$ cat src/hw/cpm_defines.svh
/*
 Register offsets, field positions, reset values and counts of the
 clock and power-mode controller. Assumes word-aligned AHB-Lite access.
*/
// Functional notes
// - Synth reference: divided, crystal, low-power, rtc
// - Synth locks to any running reference
// - Software enable powers synth up/down
// - Synth output rate set by divider
// - Software keeps generated clocks under maximum
// - Main mux switches only when both toggle
// - Monitor divider halts and restarts cleanly
// - Synth outputs routable to monitor pin
// - Divided internal clock is fast/8
// - Rtc crystal tick needs enable bit
// - Every mux has tied-off none input
// - Brownout gives interrupt or reset request
// - Sleep gates core clocks until wake
// - Deep-sleep: flash off, only kept peripherals
// - Deep-sleep wake set is broad
// - Registers keep contents across low power
// - Power-down: converter off, four peripherals only
// - Power-down wake set is narrow
// - Primary core state retained in power-down
// - Deep power-down keeps rtc, pins, ostimer
// - Deep power-down wake: alarm, pins, ostimer
// - One-hertz alarm flag wakes deep power-down
// - Functional pins high-impedance in deep power-down
`ifndef CPM_DEFINES_SVH
`define CPM_DEFINES_SVH

// Register byte offsets
`define REG_MAIN_SEL 8'h00
`define REG_SYNTH0 8'h04
`define REG_SYNTH1 8'h08
`define REG_MONITOR 8'h0C
`define REG_PWR_CTRL 8'h10
`define REG_BOD_CTRL 8'h14
`define REG_RTC_OSC 8'h18
`define REG_STATUS 8'h1C

// Field positions
`define SYNTH_EN_BIT 3
`define MON_HALT_BIT 3
`define DIV_LSB 8
`define BOD_EN_BIT 0
`define BOD_RST_BIT 1
`define RTC_EN_BIT 0
`define RTC_ALARM_BIT 1
`define RTC_OSDPD_BIT 2

// Reset values
`define MAIN_SEL_RESET 3'h2
`define DIV_RESET 8'h00

// Counts
`define FAST_DIV_COUNT 8
`define LOCK_REFS 16

// Wake event bit numbers
`define WK_PIN 0
`define WK_GROUP 1
`define WK_TIMER 2
`define WK_OSTIMER 3
`define WK_RTC 4
`define WK_WDOG 5
`define WK_BOD 6
`define WK_USB 7
`define WK_SERIAL 8
`define WK_SERIAL3 9
`define WK_CMP 10
`define WK_LOGIC 11
`define WK_WAKEPIN 12
`define WK_IRQ 13

// Wake masks per mode
`define WAKE_SLEEP 14'h3FFF
`define WAKE_DEEP_SLEEP 14'h0FFF
`define WAKE_POWER_DOWN 14'h061A
`define WAKE_DEEP_PD 14'h1010
`define WAKE_DPD_OSTIMER 14'h0008

// Peripheral clock bits and per-mode allowance
`define PERIPH_PD_MASK 8'h5C
`define PERIPH_DPD_MASK 8'h08
`define PERIPH_OSTIMER 8'h10

`endif

$ cat src/hw/cpm_pkg.sv
/*
 Types of the clock and power-mode controller.
 Assumes cpm_defines.svh for numeric constants.
*/
package cpm_pkg;
	typedef enum logic [2:0] {
		MODE_ACTIVE = 3'b000,
		MODE_SLEEP = 3'b001,
		MODE_DEEP_SLEEP = 3'b010,
		MODE_POWER_DOWN = 3'b011,
		MODE_DEEP_PD = 3'b100
	} pmode_t;

	// Clock source codes, code 0 is the tied-off input
	typedef enum logic [2:0] {
		SRC_NONE = 3'b000,
		SRC_FAST = 3'b001,
		SRC_DIVIDED = 3'b010,
		SRC_LOW_POWER = 3'b011,
		SRC_RTC = 3'b100,
		SRC_XTAL = 3'b101,
		SRC_SYNTH0 = 3'b110,
		SRC_SYNTH1 = 3'b111
	} src_t;

	typedef logic [13:0] wake_t;
endpackage

$ cat src/hw/cpm_if.sv
/*
 Link between the controller and the cores and peripherals it clocks.
 Assumes both ends share CLK_SYS; clock enables are one-cycle ticks.
*/
`timescale 1ns/1ps
interface cpm_if;
	logic [1:0] core_clk_en;
	logic [7:0] periph_clk_en;
	logic flash_pwr_on;
	logic dcdc_on;
	logic core_pwr_on;
	logic pins_hiz;
	logic primary_core_retain;
	cpm_pkg::pmode_t power_mode;
	logic bod_irq;
	cpm_pkg::wake_t wake_event;

	modport ctrl (
		output core_clk_en, periph_clk_en, flash_pwr_on, dcdc_on,
		output core_pwr_on, pins_hiz, primary_core_retain, power_mode, bod_irq,
		input wake_event
	);
	modport cons (
		input core_clk_en, periph_clk_en, flash_pwr_on, dcdc_on,
		input core_pwr_on, pins_hiz, primary_core_retain, power_mode, bod_irq,
		output wake_event
	);
endinterface

$ cat src/hw/cpm_controller.sv
/*
 Clock source selection, synthesizers, clock monitor divider,
 brownout response and power-mode sequencing, with an AHB-Lite slave.
 Assumes source oscillators arrive as one-cycle ticks on CLK_SYS.
*/
// The implementer's own choices: the register addresses and register access over AHB-Lite.
`timescale 1ns/1ps
`include "cpm_defines.svh"
module cpm_controller #(
	parameter int LOCK_REFS = `LOCK_REFS
) (
	// Clock and reset
	input wire logic CLK_SYS,
	input wire logic RESETN,
	// AHB-Lite slave
	input wire logic HSEL,
	input wire logic [31:0] HADDR,
	input wire logic [1:0] HTRANS,
	input wire logic HWRITE,
	input wire logic [2:0] HSIZE,
	input wire logic [31:0] HWDATA,
	input wire logic HREADY,
	output logic [31:0] HRDATA,
	output logic HREADYOUT,
	output logic HRESP,
	// Oscillator ticks
	input wire logic FAST_OSC_TICK,
	input wire logic XTAL_TICK,
	input wire logic LP_OSC_TICK,
	input wire logic RTC_XTAL_TICK,
	// Brownout and monitor pin
	input wire logic BOD_LOW,
	output logic BOD_RESET_REQ,
	output logic CLOCK_MONITOR_PIN,
	// Consumer link
	cpm_if.ctrl lnk
);
	import cpm_pkg::*;

	logic wr_pend;
	logic [7:0] wr_addr;
	logic rd_go;
	src_t main_req;
	src_t main_cur;
	logic seen_old;
	logic [2:0] synth_ref [2];
	logic [1:0] synth_en;
	logic [7:0] synth_div [2];
	logic [1:0] synth_lock;
	logic [1:0] synth_out;
	src_t mon_sel;
	logic mon_halt;
	logic [7:0] mon_div;
	logic [7:0] mon_cnt;
	logic [7:0] keep_mask;
	logic bod_en;
	logic bod_rst_mode;
	logic rtc_en;
	logic alarm_flag;
	logic os_dpd_en;
	pmode_t mode;
	wake_t wake_cause;
	logic mode_req;
	logic [2:0] fast_cnt;
	logic div_tick;
	logic rtc_tick;
	logic [7:0] ticks;
	logic [7:0] ref_ticks;
	wake_t wake_all;
	wake_t wake_ok;
	logic [7:0] next_periph;
	logic periph_tick;

	// Zero-wait slave, always OKAY
	always_ff @(posedge CLK_SYS or negedge RESETN) begin
		if (!RESETN) begin
			HREADYOUT <= 1'b1;
			HRESP <= 1'b0;
		end else begin
			HREADYOUT <= 1'b1;
			HRESP <= 1'b0;
		end
	end

	// Address phase capture
	assign rd_go = HREADY & HSEL & HTRANS[1] & ~HWRITE;
	always_ff @(posedge CLK_SYS or negedge RESETN) begin
		if (!RESETN) begin
			wr_pend <= 1'b0;
			wr_addr <= 8'h00;
		end else if (HREADY) begin
			wr_pend <= HSEL & HTRANS[1] & HWRITE;
			wr_addr <= HADDR[7:0];
		end
	end
	assign mode_req = wr_pend && wr_addr == `REG_PWR_CTRL;

	// Read data for the following data phase, unmapped reads as zero
	always_ff @(posedge CLK_SYS or negedge RESETN) begin
		if (!RESETN) begin
			HRDATA <= 32'h00000000;
		end else if (rd_go) begin
			unique case (HADDR[7:0])
				`REG_MAIN_SEL: HRDATA <= {29'h0, main_req};
				`REG_SYNTH0: HRDATA <= {16'h0, synth_div[0], 4'h0,
					synth_en[0], synth_ref[0]};
				`REG_SYNTH1: HRDATA <= {16'h0, synth_div[1], 4'h0,
					synth_en[1], synth_ref[1]};
				`REG_MONITOR: HRDATA <= {16'h0, mon_div, 4'h0, mon_halt,
					mon_sel};
				`REG_PWR_CTRL: HRDATA <= {16'h0, keep_mask, 5'h0, mode};
				`REG_BOD_CTRL: HRDATA <= {30'h0, bod_rst_mode, bod_en};
				`REG_RTC_OSC: HRDATA <= {29'h0, os_dpd_en, alarm_flag, rtc_en};
				`REG_STATUS: HRDATA <= {2'h0, wake_cause, 9'h0, BOD_LOW,
					synth_lock, main_cur != main_req, main_cur};
				default: HRDATA <= 32'h00000000;
			endcase
		end
	end

	always_ff @(posedge CLK_SYS or negedge RESETN) begin
		if (!RESETN) begin
			main_req <= src_t'(`MAIN_SEL_RESET);
			synth_ref <= '{3'h0, 3'h0};
			synth_en <= 2'b00;
			synth_div <= '{`DIV_RESET, `DIV_RESET};
			mon_sel <= SRC_NONE;
			mon_halt <= 1'b0;
			mon_div <= `DIV_RESET;
			keep_mask <= 8'h00;
			bod_en <= 1'b0;
			bod_rst_mode <= 1'b0;
			rtc_en <= 1'b0;
			os_dpd_en <= 1'b0;
		end else if (wr_pend) begin
			unique case (wr_addr)
				`REG_MAIN_SEL: main_req <= src_t'(HWDATA[2:0]);
				`REG_SYNTH0, `REG_SYNTH1: begin
					synth_ref[wr_addr[3]] <= HWDATA[2:0];
					synth_en[wr_addr[3]] <= HWDATA[`SYNTH_EN_BIT];
					synth_div[wr_addr[3]] <= HWDATA[`DIV_LSB +: 8];
				end
				`REG_MONITOR: begin
					mon_sel <= src_t'(HWDATA[2:0]);
					mon_halt <= HWDATA[`MON_HALT_BIT];
					mon_div <= HWDATA[`DIV_LSB +: 8];
				end
				`REG_PWR_CTRL: keep_mask <= HWDATA[`DIV_LSB +: 8];
				`REG_BOD_CTRL: begin
					bod_en <= HWDATA[`BOD_EN_BIT];
					bod_rst_mode <= HWDATA[`BOD_RST_BIT];
				end
				`REG_RTC_OSC: begin
					rtc_en <= HWDATA[`RTC_EN_BIT];
					os_dpd_en <= HWDATA[`RTC_OSDPD_BIT];
				end
				default: ;
			endcase
		end
	end

	// alarm flag, a new alarm wins over a write-one clear
	always_ff @(posedge CLK_SYS or negedge RESETN) begin
		if (!RESETN) begin
			alarm_flag <= 1'b0;
		end else if (lnk.wake_event[`WK_RTC]) begin
			alarm_flag <= 1'b1;
		end else if (wr_pend && wr_addr == `REG_RTC_OSC &&
				HWDATA[`RTC_ALARM_BIT]) begin
			alarm_flag <= 1'b0;
		end
	end

	// divided internal clock, one tick per eight fast ticks
	always_ff @(posedge CLK_SYS or negedge RESETN) begin
		if (!RESETN) begin
			fast_cnt <= 3'h0;
		end else if (FAST_OSC_TICK) begin
			fast_cnt <= fast_cnt + 3'h1;
		end
	end
	assign div_tick = FAST_OSC_TICK &&
		fast_cnt == 3'(`FAST_DIV_COUNT - 1);

	assign rtc_tick = RTC_XTAL_TICK & rtc_en;
	// code zero is the tied-off none input
	assign ticks = {synth_out, XTAL_TICK, rtc_tick, LP_OSC_TICK,
		div_tick, FAST_OSC_TICK, 1'b0};
	assign ref_ticks = {3'h0, rtc_tick, LP_OSC_TICK, XTAL_TICK,
		div_tick, 1'b0};

	// Two synthesizers: lock on reference, output by divider
	generate
		for (genvar s = 0; s < 2; s++) begin : g_synth
			logic [$clog2(LOCK_REFS+1)-1:0] lock_cnt;
			logic [7:0] out_cnt;
			always_ff @(posedge CLK_SYS or negedge RESETN) begin
				if (!RESETN) begin
					lock_cnt <= '0;
				end else if (!synth_en[s] || (wr_pend &&
						wr_addr == (s == 0 ? `REG_SYNTH0 : `REG_SYNTH1))) begin
					lock_cnt <= '0;
				end else if (ref_ticks[synth_ref[s]] && !synth_lock[s]) begin
					lock_cnt <= lock_cnt + 1'b1;
				end
			end
			assign synth_lock[s] = lock_cnt == LOCK_REFS[$bits(lock_cnt)-1:0];
			// output rate is CLK_SYS over divider plus one
			always_ff @(posedge CLK_SYS or negedge RESETN) begin
				if (!RESETN) begin
					out_cnt <= 8'h00;
					synth_out[s] <= 1'b0;
				end else if (!synth_lock[s]) begin
					out_cnt <= 8'h00;
					synth_out[s] <= 1'b0;
				end else begin
					synth_out[s] <= out_cnt == synth_div[s];
					out_cnt <= (out_cnt == synth_div[s]) ? 8'h00 :
						out_cnt + 8'h01;
				end
			end
		end
	endgenerate

	// switch after old then new source has ticked
	always_ff @(posedge CLK_SYS or negedge RESETN) begin
		if (!RESETN) begin
			main_cur <= src_t'(`MAIN_SEL_RESET);
			seen_old <= 1'b0;
		end else if (main_cur == main_req) begin
			seen_old <= 1'b0;
		end else if (!seen_old) begin
			seen_old <= ticks[main_cur] || main_cur == SRC_NONE;
		end else if (ticks[main_req] || main_req == SRC_NONE) begin
			main_cur <= main_req;
			seen_old <= 1'b0;
		end
	end

	// monitor divider halts holding count, any source
	always_ff @(posedge CLK_SYS or negedge RESETN) begin
		if (!RESETN) begin
			mon_cnt <= 8'h00;
			CLOCK_MONITOR_PIN <= 1'b0;
		end else if (!mon_halt && ticks[mon_sel]) begin
			mon_cnt <= (mon_cnt == mon_div) ? 8'h00 : mon_cnt + 8'h01;
			if (mon_cnt == mon_div) begin
				CLOCK_MONITOR_PIN <= ~CLOCK_MONITOR_PIN;
			end
		end
	end

	// brownout to interrupt or reset request
	always_ff @(posedge CLK_SYS or negedge RESETN) begin
		if (!RESETN) begin
			lnk.bod_irq <= 1'b0;
			BOD_RESET_REQ <= 1'b0;
		end else begin
			lnk.bod_irq <= bod_en & BOD_LOW & ~bod_rst_mode;
			BOD_RESET_REQ <= bod_en & BOD_LOW & bod_rst_mode;
		end
	end

	// Wake sources qualified by current mode
	always_comb begin
		wake_all = lnk.wake_event;
		wake_all[`WK_RTC] = alarm_flag;
		wake_all[`WK_BOD] = lnk.wake_event[`WK_BOD] | (bod_en & BOD_LOW);
		unique case (mode)
			MODE_SLEEP: wake_ok = wake_all & `WAKE_SLEEP;
			MODE_DEEP_SLEEP: wake_ok = wake_all & `WAKE_DEEP_SLEEP;
			MODE_POWER_DOWN: wake_ok = wake_all & `WAKE_POWER_DOWN;
			MODE_DEEP_PD: wake_ok = wake_all & (`WAKE_DEEP_PD |
				(os_dpd_en ? `WAKE_DPD_OSTIMER : 14'h0000));
			default: wake_ok = 14'h0000;
		endcase
	end

	// single mode, wake returns to active
	always_ff @(posedge CLK_SYS or negedge RESETN) begin
		if (!RESETN) begin
			mode <= MODE_ACTIVE;
			wake_cause <= 14'h0000;
		end else if (mode == MODE_ACTIVE) begin
			if (mode_req && HWDATA[2:0] != MODE_ACTIVE &&
					HWDATA[2:0] <= MODE_DEEP_PD) begin
				mode <= pmode_t'(HWDATA[2:0]);
			end
		end else if (|wake_ok) begin
			mode <= MODE_ACTIVE;
			wake_cause <= wake_ok;
		end
	end

	// Peripheral clock allowance per mode
	always_comb begin
		periph_tick = ticks[main_cur];
		unique case (mode)
			MODE_ACTIVE: next_periph = 8'hFF;
			MODE_SLEEP, MODE_DEEP_SLEEP: next_periph = keep_mask;
			MODE_POWER_DOWN: begin
				next_periph = keep_mask & `PERIPH_PD_MASK;
				periph_tick = rtc_tick;
			end
			// rtc domain and optional ostimer survive
			MODE_DEEP_PD: begin
				next_periph = `PERIPH_DPD_MASK |
					(os_dpd_en ? `PERIPH_OSTIMER : 8'h00);
				periph_tick = rtc_tick;
			end
			default: next_periph = 8'h00;
		endcase
	end

	// Gated clocks and power controls to consumers
	always_ff @(posedge CLK_SYS or negedge RESETN) begin
		if (!RESETN) begin
			lnk.core_clk_en <= 2'b00;
			lnk.periph_clk_en <= 8'h00;
			lnk.flash_pwr_on <= 1'b1;
			lnk.dcdc_on <= 1'b1;
			lnk.core_pwr_on <= 1'b1;
			lnk.pins_hiz <= 1'b0;
			lnk.primary_core_retain <= 1'b0;
			lnk.power_mode <= MODE_ACTIVE;
		end else begin
			// core ticks only in active mode
			lnk.core_clk_en <= {2{ticks[main_cur] && mode == MODE_ACTIVE}};
			lnk.periph_clk_en <= next_periph & {8{periph_tick}};
			lnk.flash_pwr_on <= mode == MODE_ACTIVE || mode == MODE_SLEEP;
			// converter off in power-down and below
			lnk.dcdc_on <= mode != MODE_POWER_DOWN && mode != MODE_DEEP_PD;
			lnk.core_pwr_on <= mode != MODE_DEEP_PD;
			lnk.pins_hiz <= mode == MODE_DEEP_PD;
			lnk.primary_core_retain <= mode == MODE_POWER_DOWN;
			lnk.power_mode <= mode;
		end
	end
endmodule

$ cat src/flat_wrapper.sv
// flat-port wrapper written by rule: the top's interface ports become plain ports
module cpm_controller_flat import cpm_pkg::*;
#(
	parameter int LOCK_REFS = `LOCK_REFS
)
  (CLK_SYS, RESETN, HSEL, HADDR, HTRANS, HWRITE, HSIZE, HWDATA, HREADY, HRDATA, HREADYOUT, HRESP, FAST_OSC_TICK, XTAL_TICK, LP_OSC_TICK, RTC_XTAL_TICK, BOD_LOW, BOD_RESET_REQ, CLOCK_MONITOR_PIN, lnk_core_clk_en, lnk_periph_clk_en, lnk_flash_pwr_on, lnk_dcdc_on, lnk_core_pwr_on, lnk_pins_hiz, lnk_primary_core_retain, lnk_power_mode, lnk_bod_irq, lnk_wake_event);
  cpm_if lnk_i ();
  input wire logic CLK_SYS;
  input wire logic RESETN;
  input wire logic HSEL;
  input wire logic [31:0] HADDR;
  input wire logic [1:0] HTRANS;
  input wire logic HWRITE;
  input wire logic [2:0] HSIZE;
  input wire logic [31:0] HWDATA;
  input wire logic HREADY;
  output logic [31:0] HRDATA;
  output logic HREADYOUT;
  output logic HRESP;
  input wire logic FAST_OSC_TICK;
  input wire logic XTAL_TICK;
  input wire logic LP_OSC_TICK;
  input wire logic RTC_XTAL_TICK;
  input wire logic BOD_LOW;
  output logic BOD_RESET_REQ;
  output logic CLOCK_MONITOR_PIN;
  output wire logic [$bits(lnk_i.core_clk_en)-1:0] lnk_core_clk_en;
  output wire logic [$bits(lnk_i.periph_clk_en)-1:0] lnk_periph_clk_en;
  output wire logic [$bits(lnk_i.flash_pwr_on)-1:0] lnk_flash_pwr_on;
  output wire logic [$bits(lnk_i.dcdc_on)-1:0] lnk_dcdc_on;
  output wire logic [$bits(lnk_i.core_pwr_on)-1:0] lnk_core_pwr_on;
  output wire logic [$bits(lnk_i.pins_hiz)-1:0] lnk_pins_hiz;
  output wire logic [$bits(lnk_i.primary_core_retain)-1:0] lnk_primary_core_retain;
  output wire logic [$bits(lnk_i.power_mode)-1:0] lnk_power_mode;
  output wire logic [$bits(lnk_i.bod_irq)-1:0] lnk_bod_irq;
  input wire logic [$bits(lnk_i.wake_event)-1:0] lnk_wake_event;
  assign lnk_core_clk_en = lnk_i.core_clk_en;
  assign lnk_periph_clk_en = lnk_i.periph_clk_en;
  assign lnk_flash_pwr_on = lnk_i.flash_pwr_on;
  assign lnk_dcdc_on = lnk_i.dcdc_on;
  assign lnk_core_pwr_on = lnk_i.core_pwr_on;
  assign lnk_pins_hiz = lnk_i.pins_hiz;
  assign lnk_primary_core_retain = lnk_i.primary_core_retain;
  assign lnk_power_mode = lnk_i.power_mode;
  assign lnk_bod_irq = lnk_i.bod_irq;
  assign lnk_i.wake_event = lnk_wake_event;
  cpm_controller #(.LOCK_REFS(LOCK_REFS)) u_core (.CLK_SYS(CLK_SYS), .RESETN(RESETN), .HSEL(HSEL), .HADDR(HADDR), .HTRANS(HTRANS), .HWRITE(HWRITE), .HSIZE(HSIZE), .HWDATA(HWDATA), .HREADY(HREADY), .HRDATA(HRDATA), .HREADYOUT(HREADYOUT), .HRESP(HRESP), .FAST_OSC_TICK(FAST_OSC_TICK), .XTAL_TICK(XTAL_TICK), .LP_OSC_TICK(LP_OSC_TICK), .RTC_XTAL_TICK(RTC_XTAL_TICK), .BOD_LOW(BOD_LOW), .BOD_RESET_REQ(BOD_RESET_REQ), .CLOCK_MONITOR_PIN(CLOCK_MONITOR_PIN), .lnk(lnk_i));
endmodule
$ cat config.mk
export PLATFORM = sky130hd
export DESIGN_NAME = cpm_controller_flat
export DESIGN_NICKNAME = d
export VERILOG_FILES = /design/src/hw/cpm_pkg.sv /design/src/hw/cpm_if.sv /design/src/hw/cpm_controller.sv /design/src/flat_wrapper.sv
export VERILOG_INCLUDE_DIRS = /design/src /design/src/hw
export SDC_FILE = /design/constraint.sdc
export NUM_CORES = 1
export LEC_CHECK = 0
export CAP_MARGIN = 5
export CORE_MARGIN = 1
export CORE_UTILIZATION = 55
export CTS_CLUSTER_DIAMETER = 40
export DETAILED_ROUTE_END_ITERATION = 12
export DONT_BUFFER_PORTS = 1
export PLACE_DENSITY = 0.79
export SLEW_MARGIN = 20
export SYNTH_ARGS = -nofsm -noshare
export SYNTH_HDL_FRONTEND = slang
export SYNTH_SLANG_ARGS = --single-unit
$ cat constraint.sdc
create_clock -name CLK_SYS -period 3.4 [get_ports CLK_SYS]
set_input_delay 0.51 -clock CLK_SYS [delete_from_list [all_inputs] [get_ports CLK_SYS]]
set_output_delay 0.51 -clock CLK_SYS [all_outputs]
set_load 0.01 [all_outputs]
Word-level counts from Yosys, hierarchy flattened
Cells that the tools add are included.

storage, ports and cells
  bits in registers = 173
  bits in latches = 0
  memory bits (writable) = 0
  ROM bits = 0
  output and inout port bits = 55
  memories = 0

cells by class
  $add $sub $neg = 6
  multiply operators = 0
  div/mod/pow operators = 0
  $lt $le $gt $ge = 10
  equal/unequal tests = 28
  shifts and indexed selects = 0
  mux-type cells = 44
  bitwise gates (word level) = 18
  reduce and logical (&&, ||, !) cells = 49

operators with widths
  cell                 number
  $pmux 30 s8          1
  $eq 8x5->1 const B   7
  $pmux 14 s4          1
  $mux 8               6
  $eq 8x4->1 const B   4
  $pmux 8 s4           1
  $mux 5               5
  $add 8x1->8 const B  3
  $eq 8x8->1           3
  $lt 3x4->1 const B   5
  $reduce_and 2->1     9
  $bwmux 16            1
  $eq 8x3->1 const B   2
  $logic_not 8->1      2
  $bmux 1 s3           5
  $logic_and 1x1->1    15
  $and 14x14->14       1
  $mux 1               14
  $reduce_or 14->1     1
  $mux 3               4
  $add 5x1->5 const B  2
  $eq 5x5->1 const B   2
  $and 1x1->1          9
  $logic_not 3->1      3
  30 further kinds     49

Logic depth before layout (Yosys ltp)
  word-level depth = 8
  mapped depth = 8
  mapped depth without buffers = 7

Worst setup path after synthesis
Ideal clock, no wire load.

  path kind = flip-flop to flip-flop
  start point = register u_core.wr_addr[1]
  end point = register u_core.keep_mask[0]
  arrival = 1.950 ns
  required time = 3.275 ns
  path slack = 1.325 ns
  stages on the path, launching flop included = 5
  clock period less this slack = 2.075 ns
  path through = dfrtp_1 -> or4_1 -> or3b_4 -> nor3_4 -> mux2_2

on the way
  cells in the longest elaborated chain, start to end = 2

ends and longest elaborated chain
  what                               line                   RTL
  from (decl)                        cpm_controller.sv:41   logic [7:0] wr_addr;
  from (signal assigned)             cpm_controller.sv:93   wr_addr <= HADDR[7:0];
  $eq 8x5->1                         cpm_controller.sv:136  unique case (wr_addr)
  $reduce_and 2->1 (no source line)  n/a
  to (signal assigned)               cpm_controller.sv:148  `REG_PWR_CTRL: keep_mask <= HWDATA[`DIV_LSB +: 8];
  to (decl)                          cpm_controller.sv:55   logic [7:0] keep_mask;

Every way passes these cells.
A chain may end at the register's enable or synchronous reset.

Worst setup path in the final report
  start point = register u_core.wr_addr[1]
  end point = register u_core.synth_div[12] in the netlist's numbering

on the way
  cells in the longest elaborated chain, start to end = 3

ends and longest elaborated chain
  what                                             line                   RTL
  $eq 8x4->1 / $eq 8x3->1 (equally long branches)  cpm_controller.sv:136
  $reduce_or 2->1 (*)                              cpm_controller.sv:136
  $reduce_and 2->1 (no source line) (*)            n/a
  to (signal assigned)                             cpm_controller.sv:126  synth_div <= '{`DIV_RESET, `DIV_RESET};
  to (signal, indexed assignment)                  cpm_controller.sv:141  synth_div[wr_addr[3]] <= HWDATA[`DIV_LSB +: 8];
  to (decl)                                        cpm_controller.sv:48   logic [7:0] synth_div [2];

Every way passes the cells marked *; elsewhere a longest branch is shown, timed or not.

==> flow_metrics.tcl <==
set metrics [dict create \
    outcome "finished with violations" \
    violations "negative hold slack" \
    clk_pin_slew_ns 0.07 \
    critPathLaunch "u_core.wr_addr[1]" \
    yosys.area.top_type_share 0.516 \
    fin_crit_sh 0.755 \
    drt-total-wl_mm 18.6 \
    grtUsageMet1 0.327 \
    clock_path_buffers 2 \
    grt_use_met2 0.431 \
    ys_ff_latch 170 \
    multi_input_area_sq_mm 0.00348 \
    dpl.hpwl_mm 13.0 \
    leakagePower_nw 4.03 \
    grt_max_degree 171 \
    dr.pass1.iters 5 \
    rsz0062_at_grt "false" \
    cp_cell_sequence "or4_1, nor3_1, nor3b_2, buf_4, mux2_2" \
    fp.coreArea_sq_mm 0.0140 \
    synth_area_leaders "dfrtp_1, mux2_2, xor2_1, a22o_1, nor2_1" \
    die_w_microns 123 \
    start_kind "flip-flop" \
    timing.fmax_mhz 390 \
    postCtsSetupBuffers 0 \
    whs_ns -0.233 \
    required_ns 3.71 \
    finalSetupViolations 0 \
    clockRootBuffer "clkbuf_16" \
    tritoncts "done" \
    drtIter0Drc 549 \
    htree_levels 4 \
    met3_usage 0.0669 \
    seqPwrFrac 0.477 \
    rrSetupSlack_ns 0.83 \
    r2r_cells 5 \
    grt_pass1_vias 5668 \
    regArea_sq_mm 0.00426 \
    max_slew.worst_pin.slew_ns 0.915 \
    area_delta_synth_final_pct 8.53 \
    critPathKind "reg2reg" \
    final_cell_mix "dfrtp_1, mux2_2, nor2_1, xor2_1, nand2_1" \
    maxSlewHeadroom 0.385 \
    die_h_microns 123 \
    cp_slowest_stage_delay_ns 0.56 \
    syn_area_per_cell_sq_um 11.7 \
    worst_hold_path_type "in2async" \
    crit_family "simple AND/OR/NAND/NOR gates" \
    intPower_w 0.00376 \
    worst_clock_skew_ns 0.0122 \
    total_power_w 0.00537 \
    p_comb_frac 0.157 \
    clkPwrFrac 0.366 \
    p_sw_w 0.00161 \
    layout_commonest_cell "dfrtp_1" \
    vias 5582 \
    cp_data_arrival_time_ns 2.88 \
    cts_resized 0 \
    r2r-start "u_core.wr_addr[1]" \
    setup.worst_path.end "u_core.synth_div[12]" \
    power_density_mw_per_mm2 617 \
    route.detailed.drc 0 \
    yosysWarnings 0 \
    finalHoldViolations 170 \
    rows 43 \
    vias_per_cell 6.39 \
    busiest_layer "met2" \
    period_minus_slack_ns 2.57 \
    antenna_found_initial 0 \
    critPathMaxFanout 8 \
    synth.cell_area_sq_mm 0.00801 \
    layout.nets 783 \
    grt_pass1_wl_mm 29.8 \
    final_util 0.619 \
    clock_latency_ns 0.44 \
    grt-ovfl-total 0 \
    netlist_instances 687 \
    floorplan.initialDensity 0.570 \
    portBuffers 0 \
    synthArstFlopShare 1.00 \
    clock-sinks 170 \
    cp-end-kind "flip-flop" \
    slew_viol_final 0 \
    drtAntennaViolNets 0 \
    gp_congestion 0.891 \
    n_antenna_cell 0 \
    pin_count 148 \
    switching_share 0.300 \
    timing.rr.end "u_core.synth_div[12]" \
    fillerInstances 1057 \
    synth_edf_count 0 \
    synth.distinct_cells 68 \
    synth_top_area_cell "dfrtp_1" \
    ys_seq_area_frac 0.532 \
    ys.flop_type "dfrtp_1" \
    cts_buffers 17 \
    tns_ns 0 \
    ir_drop_v 0.000330 \
    wire_per_inst_microns 21.3 \
    grt.total_usage 0.265 \
    slowest_stage "nor3b_2" \
    cp_num_buf_inv 1 \
    final_layout_size_suffix_gt1_frac 0.176 \
    cp.depth 5 \
    die-area_sq_mm 0.0150 \
    cap_violations 0 \
]
==> sequential cells by signal, indices dropped and copies added (netlist names), 2 cells and up <==
register / cells
u_core.HRDATA: 29
u_core.g_synth.out_cnt: 16
u_core.synth_div: 16
u_core.wake_cause: 14
u_core.g_synth.lock_cnt: 10
u_core.keep_mask: 8
u_core.lnk.periph_clk_en: 8
u_core.mon_cnt: 8
u_core.mon_div: 8
u_core.wr_addr: 8
u_core.synth_ref: 6
u_core.fast_cnt: 3
u_core.lnk.power_mode: 3
u_core.main_cur: 3
u_core.main_req: 3
u_core.mode: 3
u_core.mon_sel: 3
u_core.synth_en: 2
u_core.synth_out: 2
==> power groups by stage <==
stage	Sequential [W]	Combinational, W	Clock [W]
2_1_floorplan	0.00248	0.000748	0
3_3_place_gp	0.00257	0.000777	0
3_5_place_dp	0.00258	0.000829	0
4_1_cts	0.00255	0.000848	0.00198
5_1_grt	0.00259	0.000946	0.00206
6_report	0.00256	0.000844	0.00196
==> metal layers <==
metal / vias up / wire, microns
li1: 2462 / -
met1: 2813 / 7510
met2: 249 / 9100
met3: 58 / 1330
met4: 0 / 682
met5: - / 0
==> cell families (layout without fill, tap and decap cells) <==
logic type	after synthesis	in the layout	share of synthesized area
multiplexers	79	79	0.119
other	2	5	0.000938
AND/OR/NAND/NOR	185	185	0.122
buffers and inverters	56	60	0.0352
AO/OA/AOI/OAI	136	136	0.122
adder cells (fa/ha/maj)	9	9	0.0141
XOR/XNOR	50	50	0.0547
flip-flops	170	170	0.532
==> cells in the mapped netlist, drive strengths merged (3+ instances only) <==
master / instances
o211ai: 3
mux2i: 15
nand4b: 4
a221oi: 3
nand2b: 9
dfrtp: 165
nor3b: 3
xor2: 43
o31ai: 3
nor2: 50
a22o: 31
o22ai: 11
dfstp: 5
mux4: 6
xnor2: 7
nor4: 8
o21ai: 29
a311oi: 3
a21oi: 20
nand4: 3
inv: 23
buf: 14
nor2b: 5
clkbuf: 19
nor3: 14
a32o: 3
a21o: 3
nand3: 18
nand3b: 6
or3: 6
ha: 9
and3: 11
o2111ai: 3
a22oi: 6
mux2: 58
nand2: 38
==> through the flow <==
step	setup slack, ns	area [sq um]	cells	hold slack, ns
final	0.834	8690	874	-0.233
after global routing	0.774	8690	874	-0.252
after CTS	0.862	8690	874	-0.246
after detailed placement	0.903	8090	842	0.218
after global placement	0.963	8090	842	0.218
after floorplan	1.33	8020	690	0.214
==> worst min path at each step <==
stage | from | end | slack [ns] | cells past startpoint
2_1_floorplan | RESETN | u_core.BOD_RESET_REQ | 0.21 | 0
3_3_place_gp | RESETN | u_core.HRDATA[26] | 0.22 | 0
3_5_place_dp | RESETN | u_core.HRDATA[26] | 0.22 | 0
4_1_cts | RESETN | u_core.HRDATA[21] | -0.25 | 0
5_1_grt | RESETN | u_core.HRDATA[26] | -0.25 | 0
6_report | RESETN | u_core.HRDATA[26] | -0.23 | 0
==> area by class of cell <==
| type | instances | share of cell area |
|---|---|---|
| well taps | 180 | 0.0259 |
| inverters | 23 | 0.00994 |
| repair buffers | 5 | 0.00432 |
| flip-flops and latches | 170 | 0.490 |
| clock buffers | 19 | 0.0521 |
| multi-input cells | 464 | 0.400 |
| clock inverters | 13 | 0.0174 |
==> worst register-to-register path: cells and delay by family (launching register included) <==
kind                   cells  cell delay [ns]
and+or+nand+nor            3             1.45
DFF                        1             0.38
muxes                      1             0.35
buffers and inverters      1             0.27
No activity file was read; power rests on OpenSTA's default activity.
